==> src/logic/dcocs_pkg.sv <==
package dcocs_pkg;

	localparam int DCOCS_DIV_W = 7;
	localparam int DCOCS_SLOT_W = 5;
	localparam int DCOCS_DAC_W = 8;
	localparam int DCOCS_SER_W = 20;
	localparam int DCOCS_ADDR_W = 2;
	localparam logic [1:0] DCOCS_ADDR_OFFCAL = 2'h3;
	localparam int DCOCS_FLD_DIV_LSB = 2;
	localparam int DCOCS_FLD_BIAS = 13;
	localparam int DCOCS_BUF_BITS = 3;
	localparam logic [6:0] DCOCS_DIV_RST = 7'h01;
	localparam logic DCOCS_BIAS_RST = 1'b0;
	localparam logic [7:0] DCOCS_DAC_MID = 8'h80;
	localparam logic [4:0] DCOCS_SLOT_SETTLE_END = 5'h07;
	localparam logic [4:0] DCOCS_SLOT_BAL_FIRST = 5'h08;
	localparam logic [4:0] DCOCS_SLOT_BAL_LAST = 5'h0A;
	localparam logic [4:0] DCOCS_SLOT_SRCH_FIRST = 5'h0D;
	localparam logic [4:0] DCOCS_SLOT_SRCH_LAST = 5'h15;
	localparam logic [4:0] DCOCS_SLOT_HOLD = 5'h16;

	typedef enum logic [1:0] {
		DCOCS_IDLE = 2'b00,
		DCOCS_RUN  = 2'b01,
		DCOCS_DONE = 2'b10
	} dcocs_state_t;

endpackage

==> src/logic/dcocs_sequencer.sv <==
// Summary of operation
// RQ1: Calibration clock is the reference divided by the programmed divider.
// RQ2: That clock is halved again; its period is one slot.
// RQ3: Only a rising edge of the trigger starts a calibration.
// RQ4: Slots 1 to 7 only let circuits settle.
// RQ5: Slots 8 to 10 auto-balance the comparators.
// RQ6: Slots 13 to 21 run the search, starting at about 400 mV step.
// RQ7: Comparator picks next step polarity; each step halves the last.
// RQ8: Slot 22 freezes the code until the next trigger edge.
// RQ9: In receive mode the AGC is off throughout calibration.
// RQ10: Eight-bit DAC code per channel, split between filter and buffer.
// RQ11: Per-channel comparator result drives the decision and register update.
// RQ12: Calibration runs in receive, transmit or power down mode.
// RQ13: A bit selects output common-mode bias via four resistors.
// RQ14: Quadrature LO comes from dividing the double-rate input by two.
// RQ15: Controller picks the divider for a 10 to 25 us calibration.
// RQ16: Divider is seven bits; total time 22 times twice divider per ref; cal_busy ends after 21 slots.
// RQ17: Settings load via 20-bit serial shift register; two LSBs address.
// RQ18: Slots 11 and 12 hold everything unchanged.
`timescale 1ns/1ps
`default_nettype none
module dcocs_sequencer
	import dcocs_pkg::*;
(
	input  wire logic                   sys_clk,
	input  wire logic                   rstn,
	input  wire logic                   ref_tick,
	input  wire logic                   cal_trigger,
	input  wire logic                   rx_mode,
	input  wire logic                   ser_clk_rise,
	input  wire logic                   ser_data,
	input  wire logic                   ser_load_rise,
	input  wire logic                   i_comp_pos,
	input  wire logic                   q_comp_pos,
	input  wire logic                   double_rate_osc_input,
	output logic [DCOCS_DAC_W-1:0]      i_offset_current_dac,
	output logic [DCOCS_DAC_W-1:0]      q_offset_current_dac,
	output logic [DCOCS_DAC_W-DCOCS_BUF_BITS-1:0] i_lpf_dac,
	output logic [DCOCS_BUF_BITS-1:0]   i_buf_dac,
	output logic [DCOCS_DAC_W-DCOCS_BUF_BITS-1:0] q_lpf_dac,
	output logic [DCOCS_BUF_BITS-1:0]   q_buf_dac,
	output logic                        comp_balance,
	output logic                        cal_busy,
	output logic                        agc_off,
	output logic                        out_bias_en,
	output logic                        lo_i,
	output logic                        lo_q
);
	logic [DCOCS_SER_W-1:0]  shift_r;
	logic [DCOCS_DIV_W-1:0]  cal_div_r;
	logic                    bias_r;
	logic                    trig_d_r;
	logic                    start;
	dcocs_state_t            state_r;
	logic [DCOCS_SLOT_W-1:0] slot_r;
	logic                    slot_tick;
	logic                    in_search;
	logic [DCOCS_DAC_W-1:0]  step_r;
	logic [DCOCS_DAC_W-1:0]  code_r [2];
	logic [1:0]              comp_pos;
	logic                    lo_i_r;
	logic                    lo_q_r;

	assign comp_pos = {q_comp_pos, i_comp_pos};

	// Serial port: MSB first, latch on load rise
	always_ff @(posedge sys_clk or negedge rstn) begin
		if (!rstn) begin
			shift_r <= '0;
		end else if (ser_clk_rise) begin
			shift_r <= {shift_r[DCOCS_SER_W-2:0], ser_data}; // [RQ17]
		end
	end

	always_ff @(posedge sys_clk or negedge rstn) begin
		if (!rstn) begin
			cal_div_r <= DCOCS_DIV_RST;
			bias_r <= DCOCS_BIAS_RST;
		end else if (ser_load_rise && shift_r[DCOCS_ADDR_W-1:0] == DCOCS_ADDR_OFFCAL) begin
			cal_div_r <= shift_r[DCOCS_FLD_DIV_LSB +: DCOCS_DIV_W]; // [RQ16] [RQ17]
			bias_r <= shift_r[DCOCS_FLD_BIAS]; // [RQ13]
		end
	end

	assign out_bias_en = bias_r; // [RQ13]

	// Trigger edge detect
	always_ff @(posedge sys_clk or negedge rstn) begin
		if (!rstn) begin
			trig_d_r <= 1'b0;
		end else begin
			trig_d_r <= cal_trigger;
		end
	end

	assign start = cal_trigger && !trig_d_r; // [RQ3]

	dcocs_slot_timer u_timer (
		.sys_clk   (sys_clk),
		.rstn      (rstn),
		.ref_tick  (ref_tick),
		.cal_div   (cal_div_r),
		.restart   (start),
		.slot_tick (slot_tick)
	);

	// Slot sequencer; mode inputs never block a start
	always_ff @(posedge sys_clk or negedge rstn) begin
		if (!rstn) begin
			state_r <= DCOCS_IDLE;
			slot_r <= '0;
		end else if (start) begin
			state_r <= DCOCS_RUN; // [RQ3] [RQ12]
			slot_r <= 5'h01;
		end else if (state_r == DCOCS_RUN && slot_tick) begin
			slot_r <= slot_r + 5'h01;
			if (slot_r + 5'h01 == DCOCS_SLOT_HOLD) begin
				state_r <= DCOCS_DONE; // [RQ8]
			end
		end
	end

	assign cal_busy = (state_r == DCOCS_RUN);
	assign agc_off = cal_busy && rx_mode; // [RQ9]
	assign comp_balance = cal_busy && slot_r >= DCOCS_SLOT_BAL_FIRST
		&& slot_r <= DCOCS_SLOT_BAL_LAST; // [RQ5]
	assign in_search = cal_busy && slot_r >= DCOCS_SLOT_SRCH_FIRST
		&& slot_r <= DCOCS_SLOT_SRCH_LAST; // [RQ6]

	// Step size halves at each search slot end
	always_ff @(posedge sys_clk or negedge rstn) begin
		if (!rstn) begin
			step_r <= '0;
		end else if (start) begin
			step_r <= {1'b0, DCOCS_DAC_MID[DCOCS_DAC_W-1:1]};
		end else if (in_search && slot_tick) begin
			step_r <= {1'b0, step_r[DCOCS_DAC_W-1:1]}; // [RQ7]
		end
	end

	// Per-channel SAR; slots 1-12 hold midscale, 22 freezes
	for (genvar ch = 0; ch < 2; ch++) begin : g_chan
		always_ff @(posedge sys_clk or negedge rstn) begin
			if (!rstn) begin
				code_r[ch] <= DCOCS_DAC_MID;
			end else if (start) begin
				code_r[ch] <= DCOCS_DAC_MID; // [RQ4] [RQ18]
			end else if (in_search && slot_tick && step_r != '0) begin
				if (comp_pos[ch]) begin // [RQ11]
					code_r[ch] <= code_r[ch] - step_r; // [RQ7]
				end else begin
					code_r[ch] <= code_r[ch] + step_r; // [RQ7]
				end
			end
		end
	end

	assign i_offset_current_dac = code_r[0]; // [RQ10]
	assign q_offset_current_dac = code_r[1];
	assign i_buf_dac = code_r[0][DCOCS_BUF_BITS-1:0]; // [RQ10]
	assign i_lpf_dac = code_r[0][DCOCS_DAC_W-1:DCOCS_BUF_BITS];
	assign q_buf_dac = code_r[1][DCOCS_BUF_BITS-1:0];
	assign q_lpf_dac = code_r[1][DCOCS_DAC_W-1:DCOCS_BUF_BITS];

	// LO quadrature from double-rate input, sampled synchronously
	always_ff @(posedge sys_clk or negedge rstn) begin
		if (!rstn) begin
			lo_i_r <= 1'b0;
			lo_q_r <= 1'b0;
		end else if (double_rate_osc_input) begin
			lo_i_r <= ~lo_q_r; // [RQ14]
			lo_q_r <= lo_i_r;
		end
	end

	assign lo_i = lo_i_r;
	assign lo_q = lo_q_r;

	// Search decisions in this run, for end-of-run checks
	logic [3:0] srch_cnt_r;

	always_ff @(posedge sys_clk or negedge rstn) begin
		if (!rstn) begin
			srch_cnt_r <= '0;
		end else if (start) begin
			srch_cnt_r <= '0;
		end else if (in_search && slot_tick) begin
			srch_cnt_r <= srch_cnt_r + 4'h1; // [RQ6]
		end
	end
endmodule // dcocs_sequencer
`default_nettype wire

==> src/logic/dcocs_slot_timer.sv <==
`timescale 1ns/1ps
`default_nettype none
module dcocs_slot_timer
	import dcocs_pkg::*;
(
	input  wire logic                   sys_clk,
	input  wire logic                   rstn,
	input  wire logic                   ref_tick,
	input  wire logic [DCOCS_DIV_W-1:0] cal_div,
	input  wire logic                   restart,
	output logic                        slot_tick
);
	logic [DCOCS_DIV_W-1:0] div_cnt_r;
	logic                   half_r;
	logic [DCOCS_DIV_W-1:0] div_eff;

	assign div_eff = (cal_div == '0) ? DCOCS_DIV_RST : cal_div;

	// Divide ref ticks by divider, then by two
	always_ff @(posedge sys_clk or negedge rstn) begin
		if (!rstn) begin
			div_cnt_r <= '0;
			half_r <= 1'b0;
		end else if (restart) begin
			div_cnt_r <= '0;
			half_r <= 1'b0;
		end else if (ref_tick) begin
			if (div_cnt_r == div_eff - 7'h01) begin // [RQ1]
				div_cnt_r <= '0;
				half_r <= ~half_r; // [RQ2]
			end else begin
				div_cnt_r <= div_cnt_r + 7'h01;
			end
		end
	end

	assign slot_tick = !restart && ref_tick && half_r && (div_cnt_r == div_eff - 7'h01);
endmodule // dcocs_slot_timer
`default_nettype wire

==> config.mk <==
export PLATFORM = sky130hd
export DESIGN_NAME = dcocs_sequencer
export DESIGN_NICKNAME = d
export VERILOG_FILES = /design/src/logic/dcocs_pkg.sv /design/src/logic/dcocs_sequencer.sv /design/src/logic/dcocs_slot_timer.sv
export SDC_FILE = /design/constraint.sdc
export NUM_CORES = 1
export LEC_CHECK = 0
export ABC_AREA = 0
export BUFFER_PORTS_ARGS = -buffer_cell sky130_fd_sc_hd__buf_2
export CAP_MARGIN = 15
export CORE_MARGIN = 2
export CORE_UTILIZATION = 55
export DETAILED_ROUTE_END_ITERATION = 10
export PLACE_DENSITY = 0.85
export SLEW_MARGIN = 15
export SYNTH_ARGS = -nofsm -noshare
export SYNTH_HDL_FRONTEND = slang
export SYNTH_SLANG_ARGS = --single-unit
export TNS_END_PERCENT = 100
==> constraint.sdc <==
create_clock -name sys_clk -period 7.4 [get_ports sys_clk]
set_input_delay 1.11 -clock sys_clk [delete_from_list [all_inputs] [get_ports sys_clk]]
set_output_delay 1.11 -clock sys_clk [all_outputs]
set_load 0.005 [all_outputs]
# ---- Word-level counts from Yosys, hierarchy flattened
# Cells that the tools add are included.
# W data, S select, Z words.
dict set report totals {
  mem_bits_rw 0
  output_inout_bits 38
  latchBits 0
  romBits 0
  regBits 64
  word_cells 75
  input_bits 11
  memories 0
}
dict set report op_classes {
  n_div 0
  n_lt_le_gt_ge 4
  n_reduce_logical 25
  shifts 0
  multipliers 0
  n_eq_ne 4
  bitwise_logic 2
  n_addsub 7
  mux 20
}
# op count
set op_table {}
lappend op_table {{$mux W8} 8}
lappend op_table {{$mux W7} 4}
lappend op_table {{$add A8 B8 Y8} 2}
lappend op_table {{$sub A8 B8 Y8} 2}
lappend op_table {{$logic_and A1 B1 Y1} 13}
lappend op_table {{$reduce_bool A2 Y1} 6}
lappend op_table {{$ge A5 B4 Y1 const B} 2}
lappend op_table {{$mux W5} 2}
lappend op_table {{$reduce_bool A8 Y1} 1}
lappend op_table {{$add A7 B1 Y7 const B} 1}
lappend op_table {{$eq A7 B7 Y1} 1}
lappend op_table {{$logic_not A7 Y1} 1}
lappend op_table {{$sub A7 B1 Y7 const B} 1}
lappend op_table {{$mux W2} 3}
lappend op_table {{$add A5 B1 Y5 const B} 1}
lappend op_table {{$eq A5 B5 Y1 const B} 1}
lappend op_table {{$le A5 B4 Y1 const B} 1}
lappend op_table {{$le A5 B5 Y1 const B} 1}
lappend op_table {{$reduce_and A2 Y1} 2}
lappend op_table {{$mux W1} 3}
lappend op_table {{$eq A2 B1 Y1 const B} 1}
lappend op_table {{$eq A2 B2 Y1 const B} 1}
lappend op_table {{$logic_not A1 Y1} 2}
lappend op_table {{$not A1 Y1} 2}

# ---- Logic depth before layout (Yosys ltp)
# Gate-level depths: netlist of the first run.
dict set report depth {
  ltp_word 10
  mapped_depth 13
  depth_no_buf 13
}

# ---- Hierarchy
# Synthesis of the first run repeated with hierarchy kept, for this count alone.
dict set report hier_totals {
  hier_cells 385
  hier_area_um2 3875.0
}
# mod n_inst cells_each seq_area_each_um2 area_each_um2
set by_module_without_submodules {}
lappend by_module_without_submodules {dcocs_sequencer 1 315 1380.1 3259.4}
lappend by_module_without_submodules {dcocs_slot_timer 1 70 200.2 615.6}

# ---- Least setup slack after synthesis of the first run
# No wires, ideal clock.
dict set report synth_path {
  kind {input port to flip-flop}
  start {in i_comp_pos}
  end {reg code_r (netlist bit i_offset_current_dac[7])}
  t_required_ps 7307
  cell_stages 10
  t_arrival_ps 2771
  path_slack_ps 4536
  path_cell_list {mux2_2 inv_1 ha_1 nor2b_1 o21ai_0 a21oi_1 o41ai_1 xor2_1 and3_1 o21ai_1}
}
dict set report synth_via {
  elab_chain_len 3
}
# element line
set synth_lines {}
lappend synth_lines {{start: declaration} dcocs_sequencer.sv:33} ;# input wire logic i_comp_pos,
lappend synth_lines {{$mux W8} dcocs_sequencer.sv:149} ;# if (comp_pos[ch]) begin
lappend synth_lines {{$mux W8} dcocs_sequencer.sv:148} ;# end else if (in_search && slot_tick && step_r != '0) begin
lappend synth_lines {{$mux W8} dcocs_sequencer.sv:146} ;# end else if (start) begin
lappend synth_lines {{end signal: indexed assignment} dcocs_sequencer.sv:150} ;# code_r[ch] <= code_r[ch] - step_r;
lappend synth_lines {{end signal: indexed assignment} dcocs_sequencer.sv:152} ;# code_r[ch] <= code_r[ch] + step_r;
lappend synth_lines {{end: declaration} dcocs_sequencer.sv:59} ;# logic [DCOCS_DAC_W-1:0] code_r [2];
# Every way passes these cells. The select of a mux whose other input is x is not followed.
# A chain may end at the register's enable or synchronous reset.

# ---- Worst setup path in the final report of the first run
dict set report layout_path {
  start {reg cal_div_r[4]}
  end {reg code_r (netlist bit i_offset_current_dac[1])}
}
dict set report layout_via {
  elab_chain_len 8
}
# element line
set layout_lines {}
lappend layout_lines {{start: declaration} dcocs_sequencer.sv:50} ;# logic [DCOCS_DIV_W-1:0] cal_div_r;
lappend layout_lines {{start signal: assignment} dcocs_sequencer.sv:80} ;# cal_div_r <= shift_r[DCOCS_FLD_DIV_LSB +: DCOCS_DIV_W];
lappend layout_lines {{$logic_not A7 Y1} dcocs_slot_timer.sv:17} ;# assign div_eff = (cal_div == '0) ? DCOCS_DIV_RST : cal_div;
lappend layout_lines {{$mux W7 *} dcocs_slot_timer.sv:17}
lappend layout_lines {{$sub A7 B1 Y7 *} dcocs_slot_timer.sv:37} ;# assign slot_tick = !restart && ref_tick && half_r && (div_cnt_r == div_eff - 7'h01);
lappend layout_lines {{$eq A7 B7 Y1 *} dcocs_slot_timer.sv:37}
lappend layout_lines {{$logic_and A1 B1 Y1 *} dcocs_slot_timer.sv:37}
lappend layout_lines {{$logic_and A1 B1 Y1 *} n/a}
lappend layout_lines {{$logic_and A1 B1 Y1 *} dcocs_sequencer.sv:148}
lappend layout_lines {{$reduce_bool A2 Y1 (no line) *} n/a}
# Every way passes the cells marked *; elsewhere a longest branch is shown, timed or not.

==> metrics, run 1 <==
layout cell share with drive strength beyond 1 26.2%; fmax approximately 290 MHz; Routed WL per cell 13.9 um; Cell Rows 30; TritonCTS clock tree built; CP max FO 14; worst-path cell chain nor3_1 > a21oi_1 > ha_1 > nor3b_1 > xnor2_1 > o2111a_1 > nand4_4 > nor4b_4 > buf_4 > nor2_2 > a211oi_1; Reg2Reg Setup Slack about 4000 ps; Mapped Cells between 300 and 400; Chip Width 88.1 um; Resize count post-CTS 0; Area contributors post-synth dfrtp_1 (39%), mux2_2 (7.2%), ha_1 (6.8%); Root Driver clkbuf_8; Lkg Pwr 0.00193 uW; switch share between 30% and 40%; clk_skew ~13 ps; Reg power frac 47.1%; mapped cell area 3890 sq um; Ant. Diodes 0; Least-Margin Pin Slew around 820 ps; cts hold-fix bufs 0; number of global-route vias before repair roughly 2,700; clock share of power a little under a third; maxcap violations 0; Post-synth EDFFs 0; Placed Area 4060 sq um; die height 88.1 um; worst hold slack approximately 470 ps; I/O pin cnt 49; initial antenna violation count 0; syn nets a little over 400; vias per inst 5.43; I/O Buffers 48; Seq cells post-synth 63; hold path endpoint lo_i; Required @ worst endpoint about 7700 ps; slowest cell on the critical path nor4b_4; Worst-path clk slew 80 ps; WL final about 7100 um; CTS HTree Levels 3; FF-to-FF End i_offset_current_dac[1]; Main synth FF type dfrtp_1; Synth Area per Inst around 10 sq um; PwrDens 234 nW/um^2; Final Cycle Share a little under half; top-area cell type share of the netlist area roughly 39%; largest net degree at the start of global routing between 60 and 70; Max-slew headroom between 40% and 50%; Core ar. around 7000 sq um; Die ar. around 7800 sq um; run status complete, no violations; Net Sw Power between 300 and 400 uW; maximum vdd drop roughly 170 uV; largest area contributor in the netlist dfrtp_1; asr flop ratio synth 100%; Final Max Tran Viols 0; r2r startpoint cal_div_r[4]; Hold Crit Start lo_q; crit-path max cell delay 690 ps; clk buf depth 2; Total GRT Usage 20.4%; Net count, final around 450; Final GP Congestion roughly 0.92; post-route antenna net violation count 0; DRC errors left 0; path depth of the worst reg2reg path 11; Design Area, Final roughly 4300 sq um; Yosys cell types 53; CTS Buf Count 9; HP Class reg2reg; global route overflow 0; worst skew pair latency around 360 ps; post-DP HPWL slightly above 5000 um; WS Path Type reg2reg; initial DRC count around 130; fin crit period around 3400 ps; area added between synthesis and finish 9.62%; Crit. End Element flop; First-pass DRT Iterations 4; RSZ-0062 raised after global routing no; clk sinks 63; CP startpoint kind flop; Worst Path Arrival 3680 ps; vias 2,780; hold path cells 1; Comb power frac around a fifth; first-pass GRT wire length between 10,000 and 15,000 um; P_int between 600 and 700 uW; Final setup viols 0; final hold violations 0; Sum Neg Setup Slack 0 ps; sequential area share after synthesis 40.7%; yosys warns 0; Fillers 545; Starting Density around 57%; Post-CTS Setup Inserts 0
## cells by family (layout without fill, tap and decap cells)
| logic type | after synthesis | after routing | share of synthesized area, % |
|---|---|---|---|
| compound gates | 54 | 54 | 8.56 |
| simple gates | 110 | 110 | 15.6 |
| mux | 42 | 42 | 11.6 |
| fa+ha+maj | 23 | 23 | 7.79 |
| xor+xnor | 37 | 37 | 8.34 |
| flops | 63 | 63 | 40.7 |
| buf+inv | 50 | 87 | 7.47 |
## cells in the mapped netlist (all sizes together) (2+ instances only)
| cell type | instances |
|---|---|
| xor2 | 10 |
| nand3 | 6 |
| fa | 2 |
| nor4b | 2 |
| o22ai | 5 |
| ha | 21 |
| a211oi | 2 |
| nor3b | 5 |
| inv | 20 |
| nand4 | 3 |
| clkbuf | 10 |
| and2 | 3 |
| and3 | 4 |
| nor4 | 3 |
| nand2b | 5 |
| mux2 | 25 |
| o21ai | 15 |
| mux2i | 17 |
| nor2 | 39 |
| a21oi | 18 |
| a21o | 7 |
| buf | 19 |
| or3 | 2 |
| nand2 | 15 |
| xnor2 | 27 |
| dfstp | 3 |
| nor3 | 7 |
| dfrtp | 60 |
| nor2b | 9 |
| or4 | 2 |
| o31ai | 2 |
## worst max-delay path, delay by kind of cell, from the launching register on
kind            cells  cell delay (ps)
simple gates        5             1430
compound gates      3              700
buf+inv             1              340
xor+xnor            1              170
fa+ha+maj           1              200
flops               1              470
## cell usage in the layout (no fill, tap or decap), types with 5 or more instances in the layout
cell type	netlist	layout
a21o_1	7	7
a21oi_1	18	18
buf_2	1	48
clkbuf_8	2	9
dfrtp_1	60	60
ha_1	21	21
inv_1	20	20
mux2_2	25	25
mux2i_1	17	17
nand2_1	15	15
nand2b_1	5	5
nand3_1	5	5
nor2_1	37	37
nor2b_1	9	9
nor3_1	7	7
o21ai_0	13	13
xnor2_1	27	27
xor2_1	10	10
## through the flow
stage                     setup WS, ps  std cells  total power (uW)  util (%)
after floorplan                   4540        379               627         -
after global routing              3680        512              1050      62.4
after CTS                         3860        512              1000      62.3
after global placement            4160        496               673      59.4
after detailed placement          3880        496               688      59.4
final                             3970        512               995      62.4
## routing by layer
| layer | up-vias | routed length [um] | global-route usage [%] |
|---|---|---|---|
| li1 | 1345 | - | - |
| met1 | 1365 | 3110 | 24.6 |
| met2 | 56 | 3590 | 34.8 |
| met3 | 14 | 237 | 4.24 |
| met4 | 0 | 162 | 10.1 |
| met5 | - | 0 | 0 |
## worst max path at each step
stage / end / from / depth (start not counted) / slack [ps]
after detailed placement: step_r[5] / cal_div_r[4] / 10 / 3880
after global routing: i_offset_current_dac[1] / cal_div_r[4] / 11 / 3680
after floorplan: i_offset_current_dac[7] / i_comp_pos / 10 / 4540
after CTS: step_r[5] / cal_div_r[4] / 10 / 3860
final: i_offset_current_dac[1] / cal_div_r[4] / 11 / 3970
after global placement: step_r[2] / cal_div_r[4] / 10 / 4160
## registers in the layout (all words and copies together) (netlist names), 2 cells and up
signal and flops:
step_r 7, shift_r 14, q_offset_current_dac 8, u_timer.div_cnt_r 7, cal_div_r 7, i_offset_current_dac 8
slot_r 5, state_r 2
## power by group through the flow
| stage | logic, uW | clock network [uW] | registers, uW |
|---|---|---|---|
| 5_1_grt | 238 | 336 | 480 |
| 3_3_place_gp | 204 | 0 | 469 |
| 4_1_cts | 214 | 322 | 469 |
| 2_1_floorplan | 168 | 0 | 460 |
| 3_5_place_dp | 212 | 0 | 476 |
| 6_report | 211 | 316 | 468 |
## final cells by class
class	count	area, sq um	area share [%]
inverter	20	75.1	1.76
clock buffer	9	124	2.91
timing repair buffer	51	263	6.17
sequential	63	1580	37.1
clock inverter	7	77.6	1.82
tap	96	120	2.82
multi-input combinational	266	2020	47.4
Note: power is estimated with default switching activity, not from simulation.
==> run 2: changes to the inputs <==
--- a/config.mk
+++ b/config.mk
@@ -9,9 +9,9 @@
 export BUFFER_PORTS_ARGS = -buffer_cell sky130_fd_sc_hd__buf_2
 export CAP_MARGIN = 15
 export CORE_MARGIN = 2
-export CORE_UTILIZATION = 55
+export CORE_UTILIZATION = 53
 export DETAILED_ROUTE_END_ITERATION = 10
-export PLACE_DENSITY = 0.85
+export PLACE_DENSITY = 0.86
 export SLEW_MARGIN = 15
 export SYNTH_ARGS = -nofsm -noshare
 export SYNTH_HDL_FRONTEND = slang
==> constraint.sdc (replaced) <==
create_clock -name sys_clk -period 2.95 [get_ports sys_clk]
set_input_delay 0.4425 -clock sys_clk [delete_from_list [all_inputs] [get_ports sys_clk]]
set_output_delay 0.4425 -clock sys_clk [all_outputs]
set_load 0.005 [all_outputs]
==> run 2 against run 1 <==
Net effect: clock power rose to 2.7 times the previous value; total power grew to 2.6 times the previous value; non-clock buffer count rose by 6; maximum frequency increased by 24%; clock skew decreased by 3.3 ps; global-route usage is 0.11 points lower; sequential share of layout area down 0.94 points; final cell count up 1.8%; routed wire length increased by 7.1%; final area is 2.8% higher; die area rose by 3.6%; via count grew 0.11%; critical endpoint is now q_offset_current_dac[0]; largest cell class unchanged.
==> metrics, run 2 (synthesis results as in run 1) <==
fin crit period 2770 ps (-654 ps); First-pass DRT Iterations 4 (unchanged); global route overflow 0 (unchanged); Routed WL per cell 14.6 um (+5.2%); first-pass GRT wire length 12,500 um (+2.0%); Worst Path Arrival 3050 ps (-630 ps); Total GRT Usage 20.3% (-0.11 points); worst hold slack 224 ps (-245 ps); Cell Rows 31 (+3.3%); global routing met1 resource utilization 23.8% (-0.77 points); Placed Area 4100 sq um (+1.0%); CTS HTree Levels 3 (unchanged); met2 Track Usage GR 35.8% (+0.98 points); Final Cycle Share 94.0% (+48 points); switch share 30.5% (-0.94 points); clock share of power 31.9% (+0.2 points); area added between synthesis and finish 12.7%; Final GP Congestion 0.852 (-7.0%); Root Driver clkbuf_8; I/O pin cnt 49 (unchanged); fmax 360 MHz (+24%); initial DRC count 110 (-13%); Most Crowded Layer GR met2; run status complete, no violations; CP Buf/Inv Count 1 (unchanged); CP startpoint kind flop; cts hold-fix bufs 0 (unchanged); Die ar. 8040 sq um (+3.6%); clk_skew 9.31 ps (-3.32 ps); CP max FO 9 (-5); RSZ-0062 raised after global routing no; max FFs per register 14 (unchanged); crit-path max cell delay 450 ps (-240 ps); Required @ worst endpoint 3230 ps (-4420 ps); I/O Buffers 48 (unchanged); Layout Utilization 61.1% (-1.3 points); post-route antenna net violation count 0 (unchanged); met3 Usage GRT 4.02% (-0.22 points); worst skew pair latency 340 ps (-20 ps); crit-path leading delay family simple AND/OR/NAND/NOR gates; Net count, final 451 (+1.3%); WS Path Type reg2reg; Starting Density 54.2% (-2.7 points); DRC errors left 0 (unchanged); Core ar. 7180 sq um (+5.0%); Chip Width 89.6 um (+1.8%); Lkg Pwr 0.00198 uW (+2.2%); vias 2,783 (+0.11%); Comb power frac 22.6% (+1.4 points); multi-input combinational cell area 2060 sq um (+2.0%); commonest non-fill, non-tap cell in the layout dfrtp_1; Max-slew headroom 46.9% (+1.3 points); maximum vdd drop 478 uV (+190%); HP Class in2reg; initial antenna violation count 0 (unchanged); Design Area, Final 4380 sq um (+2.8%); Largest Register shift_r; CTS Buf Count 9 (unchanged); WL final 7600 um (+7.1%); die height 89.6 um (+1.8%); Net Sw Power 802 uW (+160%); post-DP HPWL 5180 um (+2.9%); worst-path cell chain nor3_4 > a21oi_2 > ha_2 > nor3b_4 > xnor2_1 > o2111a_1 > nand4_4 > nor4b_4 > buf_6 > mux2i_1 > and2_1; Reg power frac 45.5% (-1.6 points); Least-Margin Pin Slew 797 ps (-20.2 ps); clk sinks 63 (unchanged); Final setup viols 0 (unchanged); P_int 1830 uW (+170%); commonest non-fill, non-tap cells in the layout dfrtp_1 (57), buf_2 (48), nor2_1 (37); largest net degree at the start of global routing 64 (unchanged); vias per inst 5.34 (-1.6%); final hold violations 0 (unchanged); PwrDens 599 nW/um^2 (+160%); slowest cell on the critical path dfrtp_2; Fillers 583 (+7.0%); maxcap violations 0 (unchanged); TritonCTS clock tree built; number of global-route vias before repair 2,755 (+2.5%); Crit. End Element flop; clk buf depth 2 (unchanged); Ant. Diodes 0 (unchanged); Sum Neg Setup Slack 0 ps (unchanged); Worst-path clk slew 80 ps (about the same); Seq. cell area 1580 sq um (+0.24%); layout cell share with drive strength beyond 1 29.4% (+3.2 points); Final Max Tran Viols 0 (unchanged)
run 2: cell types whose count changed in the layout (fill, tap and decap cells not counted), moves of 2 or more:
cell and change:
buf_4 +3, buf_6 +2, clkinv_4 +2, dfrtp_1 -3
dfrtp_2 +3, inv_6 -4, nor3_1 -2
run 2: power groups by stage:
| stage | logic [uW] | clock network [uW] | registers, uW |
|---|---|---|---|
| 2_1_floorplan | 420 | 0 | 1150 |
| 3_3_place_gp | 534 | 0 | 1170 |
| 3_5_place_dp | 563 | 0 | 1180 |
| 4_1_cts | 571 | 853 | 1170 |
| 5_1_grt | 657 | 892 | 1220 |
| 6_report | 594 | 839 | 1190 |
run 2: cell type report:
type,instances,area share [%]
multi-input combinational,266,47.1
inverter,20,1.71
clock buffer,9,2.83
tap,99,2.83
clock inverter,7,2.23
sequential,63,36.1
timing repair buffer,57,7.19
run 2: through the flow:
step | cells | setup slack [ps] | total power (uW)
final | 521 | 176 | 2630
after global routing | 521 | 6.90 | 2770
after CTS | 520 | 74.2 | 2600
after detailed placement | 504 | 13.8 | 1740
after global placement | 504 | 196 | 1700
after floorplan | 379 | 320 | 1570
run 2: path summary, 6_finish.rpt:
check	startpoint	end	slack [ps]	cells after the start
setup / recovery	cal_div_r[6]	q_offset_current_dac[0]	180	11
hold / removal	cal_trigger	trig_d_r	220	1
setup reg to reg	cal_div_r[6]	q_offset_current_dac[0]	180	11
hold reg to reg	lo_q	lo_i	480	1
max in group asynchronous	rstn	cal_div_r[3]	2110	2
min in group asynchronous	rstn	slot_r[2]	240	2
run 2: layer usage:
metal,share of wire (%),up-vias
met5,0,-
met4,2.3,0
met3,3.2,18
met2,51,56
met1,43,1346
li1,-,1363
run 2: what timing repair did:
| action | CTS | global route |
|---|---|---|
| setup endpoints to repair | 7 | 22 |
| gates cloned | 0 | 1 |
| pin swaps | 0 | 2 |
| setup buffers | 0 | 0 |
| resized for setup | 2 | 14 |
==> run 3: changes to the inputs <==
--- a/config.mk
+++ b/config.mk
@@ -15,5 +15,6 @@
 export SLEW_MARGIN = 15
 export SYNTH_ARGS = -nofsm -noshare
 export SYNTH_HDL_FRONTEND = slang
+export SYNTH_HIERARCHICAL = 1
 export SYNTH_SLANG_ARGS = --single-unit
 export TNS_END_PERCENT = 100
==> run 3 against run 2 <==
Net effect: the run now ends with negative hold slack, negative setup slack left; setup slack worse by 410 ps; sequential share of layout area shrank 1.7 points; flip-flop and latch count did not move; sequential power is essentially flat; first-iteration DRC count up 42%; critical endpoint is now step_r[2].
==> metrics, run 3 <==
Yosys cell types 56 (+5.7%); Main synth FF type dfrtp_1; I/O pin cnt 49 (unchanged); Reg power frac 41.7% (-3.8 points); crit-path leading delay family simple AND/OR/NAND/NOR gates; WS Path Type reg2reg; Worst Path Arrival 3420 ps (+370 ps); synth cell count leaders dfrtp_1 (60), nor2_1 (36), nand2_1 (31), mux2_2 (25); final critical-path setup slack -232 ps (-408 ps); Worst-path clk slew 80 ps (about the same); asr flop ratio synth 100% (unchanged); Final GP Congestion 0.936 (+9.9%); Core ar. 7180 sq um (unchanged); max FFs per register 14 (unchanged); switch share 31.1% (+0.60 points); syn nets 419 (+1.5%); area added between synthesis and finish 18.9%; layout cell share with drive strength beyond 1 33.8% (+4.5 points); worst skew pair latency 360 ps (+20 ps); initial antenna violation count 0 (unchanged); TritonCTS clock tree built; vias per inst 5.44 (+1.8%); die height 89.5 um (-0.16%); clk_skew 8.20 ps (-1.11 ps); PwrDens 609 nW/um^2 (+1.7%); Seq cells post-synth 63 (unchanged); commonest non-fill, non-tap cell in the layout dfrtp_1; sequential area share after synthesis 40.8% (+0.13 points); Cell Rows 31 (unchanged); post-DP HPWL 5700 um (+10%); final hold violations 6 (+6); CTS HTree Levels 3 (unchanged); commonest non-fill, non-tap cells in the layout dfrtp_1 (57), buf_2 (48), nor2_1 (34); DRC errors left 0 (unchanged); CP Buf/Inv Count 2 (+1); RSZ-0062 raised after global routing yes; clk buf depth 2 (unchanged); CP startpoint cal_div_r[6]; Mapped Cells 385 (+1.6%); Chip Width 89.5 um (-0.16%); global route overflow 0 (unchanged); Synth Area per Inst 10.1 sq um (-1.9%); largest area contributor in the netlist dfrtp_1; Ant. Diodes 0 (unchanged); Total GRT Usage 21.5% (+1.2 points); CP max FO 4 (-5); Final setup viols 26 (+26); clk sinks 63 (unchanged); post-route antenna net violation count 0 (unchanged); CTS Buf Count 9 (unchanged); first-pass GRT wire length 13,000 um (+4.4%); maximum vdd drop 662 uV (+38%); CP startpoint kind flop; r2r startpoint cal_div_r[6]; maxcap violations 0 (unchanged); Largest Register shift_r; yosys warns 6 (+6); vias 2,995 (+7.6%); Required @ worst endpoint 3180 ps (-50 ps); P_int 1930 uW (+5.9%); Lkg Pwr 0.00212 uW (+7.6%); slowest cell on the critical path dfrtp_1; Routed WL per cell 14.8 um (+1.2%); First-pass DRT Iterations 4 (unchanged); Post-synth EDFFs 0 (unchanged); Comb power frac 27.1% (+4.5 points); worst-path cell chain nor4_4 > a21oi_2 > ha_2 > nor3b_4 > and3_1 > o211a_1 > o32ai_2 > nor2_1 > and4_1 > and3b_2 > o21ai_4 > nor2_8 > buf_4 > buf_4 > mux2i_1 > nor2_1; Root Driver clkbuf_8; initial DRC count 156 (+42%); Crit. End Element flop; Final Power 2810 uW (+6.8%); worst hold slack -5.50 ps (-229 ps); fin crit period 3180 ps (+408 ps); I/O Buffers 48 (unchanged); Fillers 542 (-7.0%); Least-Margin Pin Slew 623 ps (-174 ps); Die ar. 8010 sq um (-0.31%); Final Max Tran Viols 0 (unchanged); clock share of power 31.2% (-0.7 points); Area contributors post-synth dfrtp_1 (39%), mux2_2 (7.3%), ha_1 (6.8%); Max-slew headroom 58.1% (+11 points); Starting Density 54.0% (-0.17 points); failing checks negative hold slack, negative setup slack; number of global-route vias before repair 2,797 (+1.5%); fmax 314 MHz (-13%); WL final 8140 um (+7.0%); largest net degree at the start of global routing 49 (-23%); dpl ws -148 ps (-162 ps); HP Class in2async; Final Cycle Share 108% (+14 points); cts hold-fix bufs 0 (unchanged); Net Sw Power 874 uW (+8.9%); most common cell in the netlist dfrtp_1; mapped cell area 3870 sq um (-0.32%); top-area cell type share of the netlist area 38.7% (+0.12 points); crit-path max cell delay 410 ps (-40 ps); run status finished, violations left; Net count, final 481 (+6.7%)
## run 3: cell types whose count changed after synthesis, sizes merged, moves of 4 or more
| cell | previous run | this run |
|---|---|---|
| a21o | 7 | 2 |
| nor2b | 9 | 4 |
| clkbuf | 10 | 2 |
| mux2i | 17 | 9 |
| nand2 | 15 | 32 |
| buf | 19 | 24 |
| o22ai | 5 | 1 |
| a21oi | 18 | 25 |
| nand3 | 6 | 11 |
## run 3: cells by family after synthesis
kind of cell / after synthesis / synth area share, %
compound gates: 61 / 10.1
flops: 63 / 40.8
buf+inv: 45 / 6.55
mux: 34 / 9.59
xor+xnor: 36 / 8.14
simple gates: 123 / 17.0
fa+ha+maj: 23 / 7.81
## run 3: final timing paths
path,slack (ps),to,cells after the start
worst max-delay path,-230,step_r[2],16
worst min-delay path,-5,i_offset_current_dac[2],1
worst max register to register,-230,step_r[2],16
worst min register to register,480,lo_i,1
max in group asynchronous,1980,cal_div_r[2],2
min in group sys_clk,210,trig_d_r,1
## run 3: per-stage QoR
stage	cells	cell area [sq um]	TNS, ps	utilization (%)	hold WS (ps)
after global routing	551	4610	-6310	64.2	19.9
after detailed placement	528	4270	-1690	59.5	391
after global placement	528	4270	-20.7	59.5	370
after CTS	546	4530	-1670	63.1	6.05
final	551	4610	-3690	64.2	-5.50
after floorplan	385	3930	-2180	-	147
## run 3: repair_timing
item / CTS / global route
setup buffers: 2 / 5
pin swaps: 9 / 8
endpoints found under the setup margin: 24 / 29
resized for setup: 5 / 13
gates cloned: 0 / 0
## run 3: per-layer routing
layer	global-route usage (%)	share of wire (%)
met1	27.1	42
met2	35.8	51
met3	3.79	4.2
met4	10.2	2.7
met5	0	0
## run 3: area by class of cell
cell class,instances,area (sq um),area share [%]
sequential,63,1580,34.4
multi-input combinational,277,2120,46.0
inverter,19,71.3,1.55
clock inverter,7,104,2.25
tap,99,124,2.69
timing repair buffer,77,480,10.4
clock buffer,9,124,2.69
## run 3: power groups by stage
stage / Clock (uW) / Combinational, uW / Sequential [uW]
after detailed placement: 0 / 691 / 1180
after global placement: 0 / 657 / 1160
final: 877 / 760 / 1170
after floorplan: 0 / 397 / 1180
after global routing: 924 / 823 / 1190
after CTS: 893 / 722 / 1170
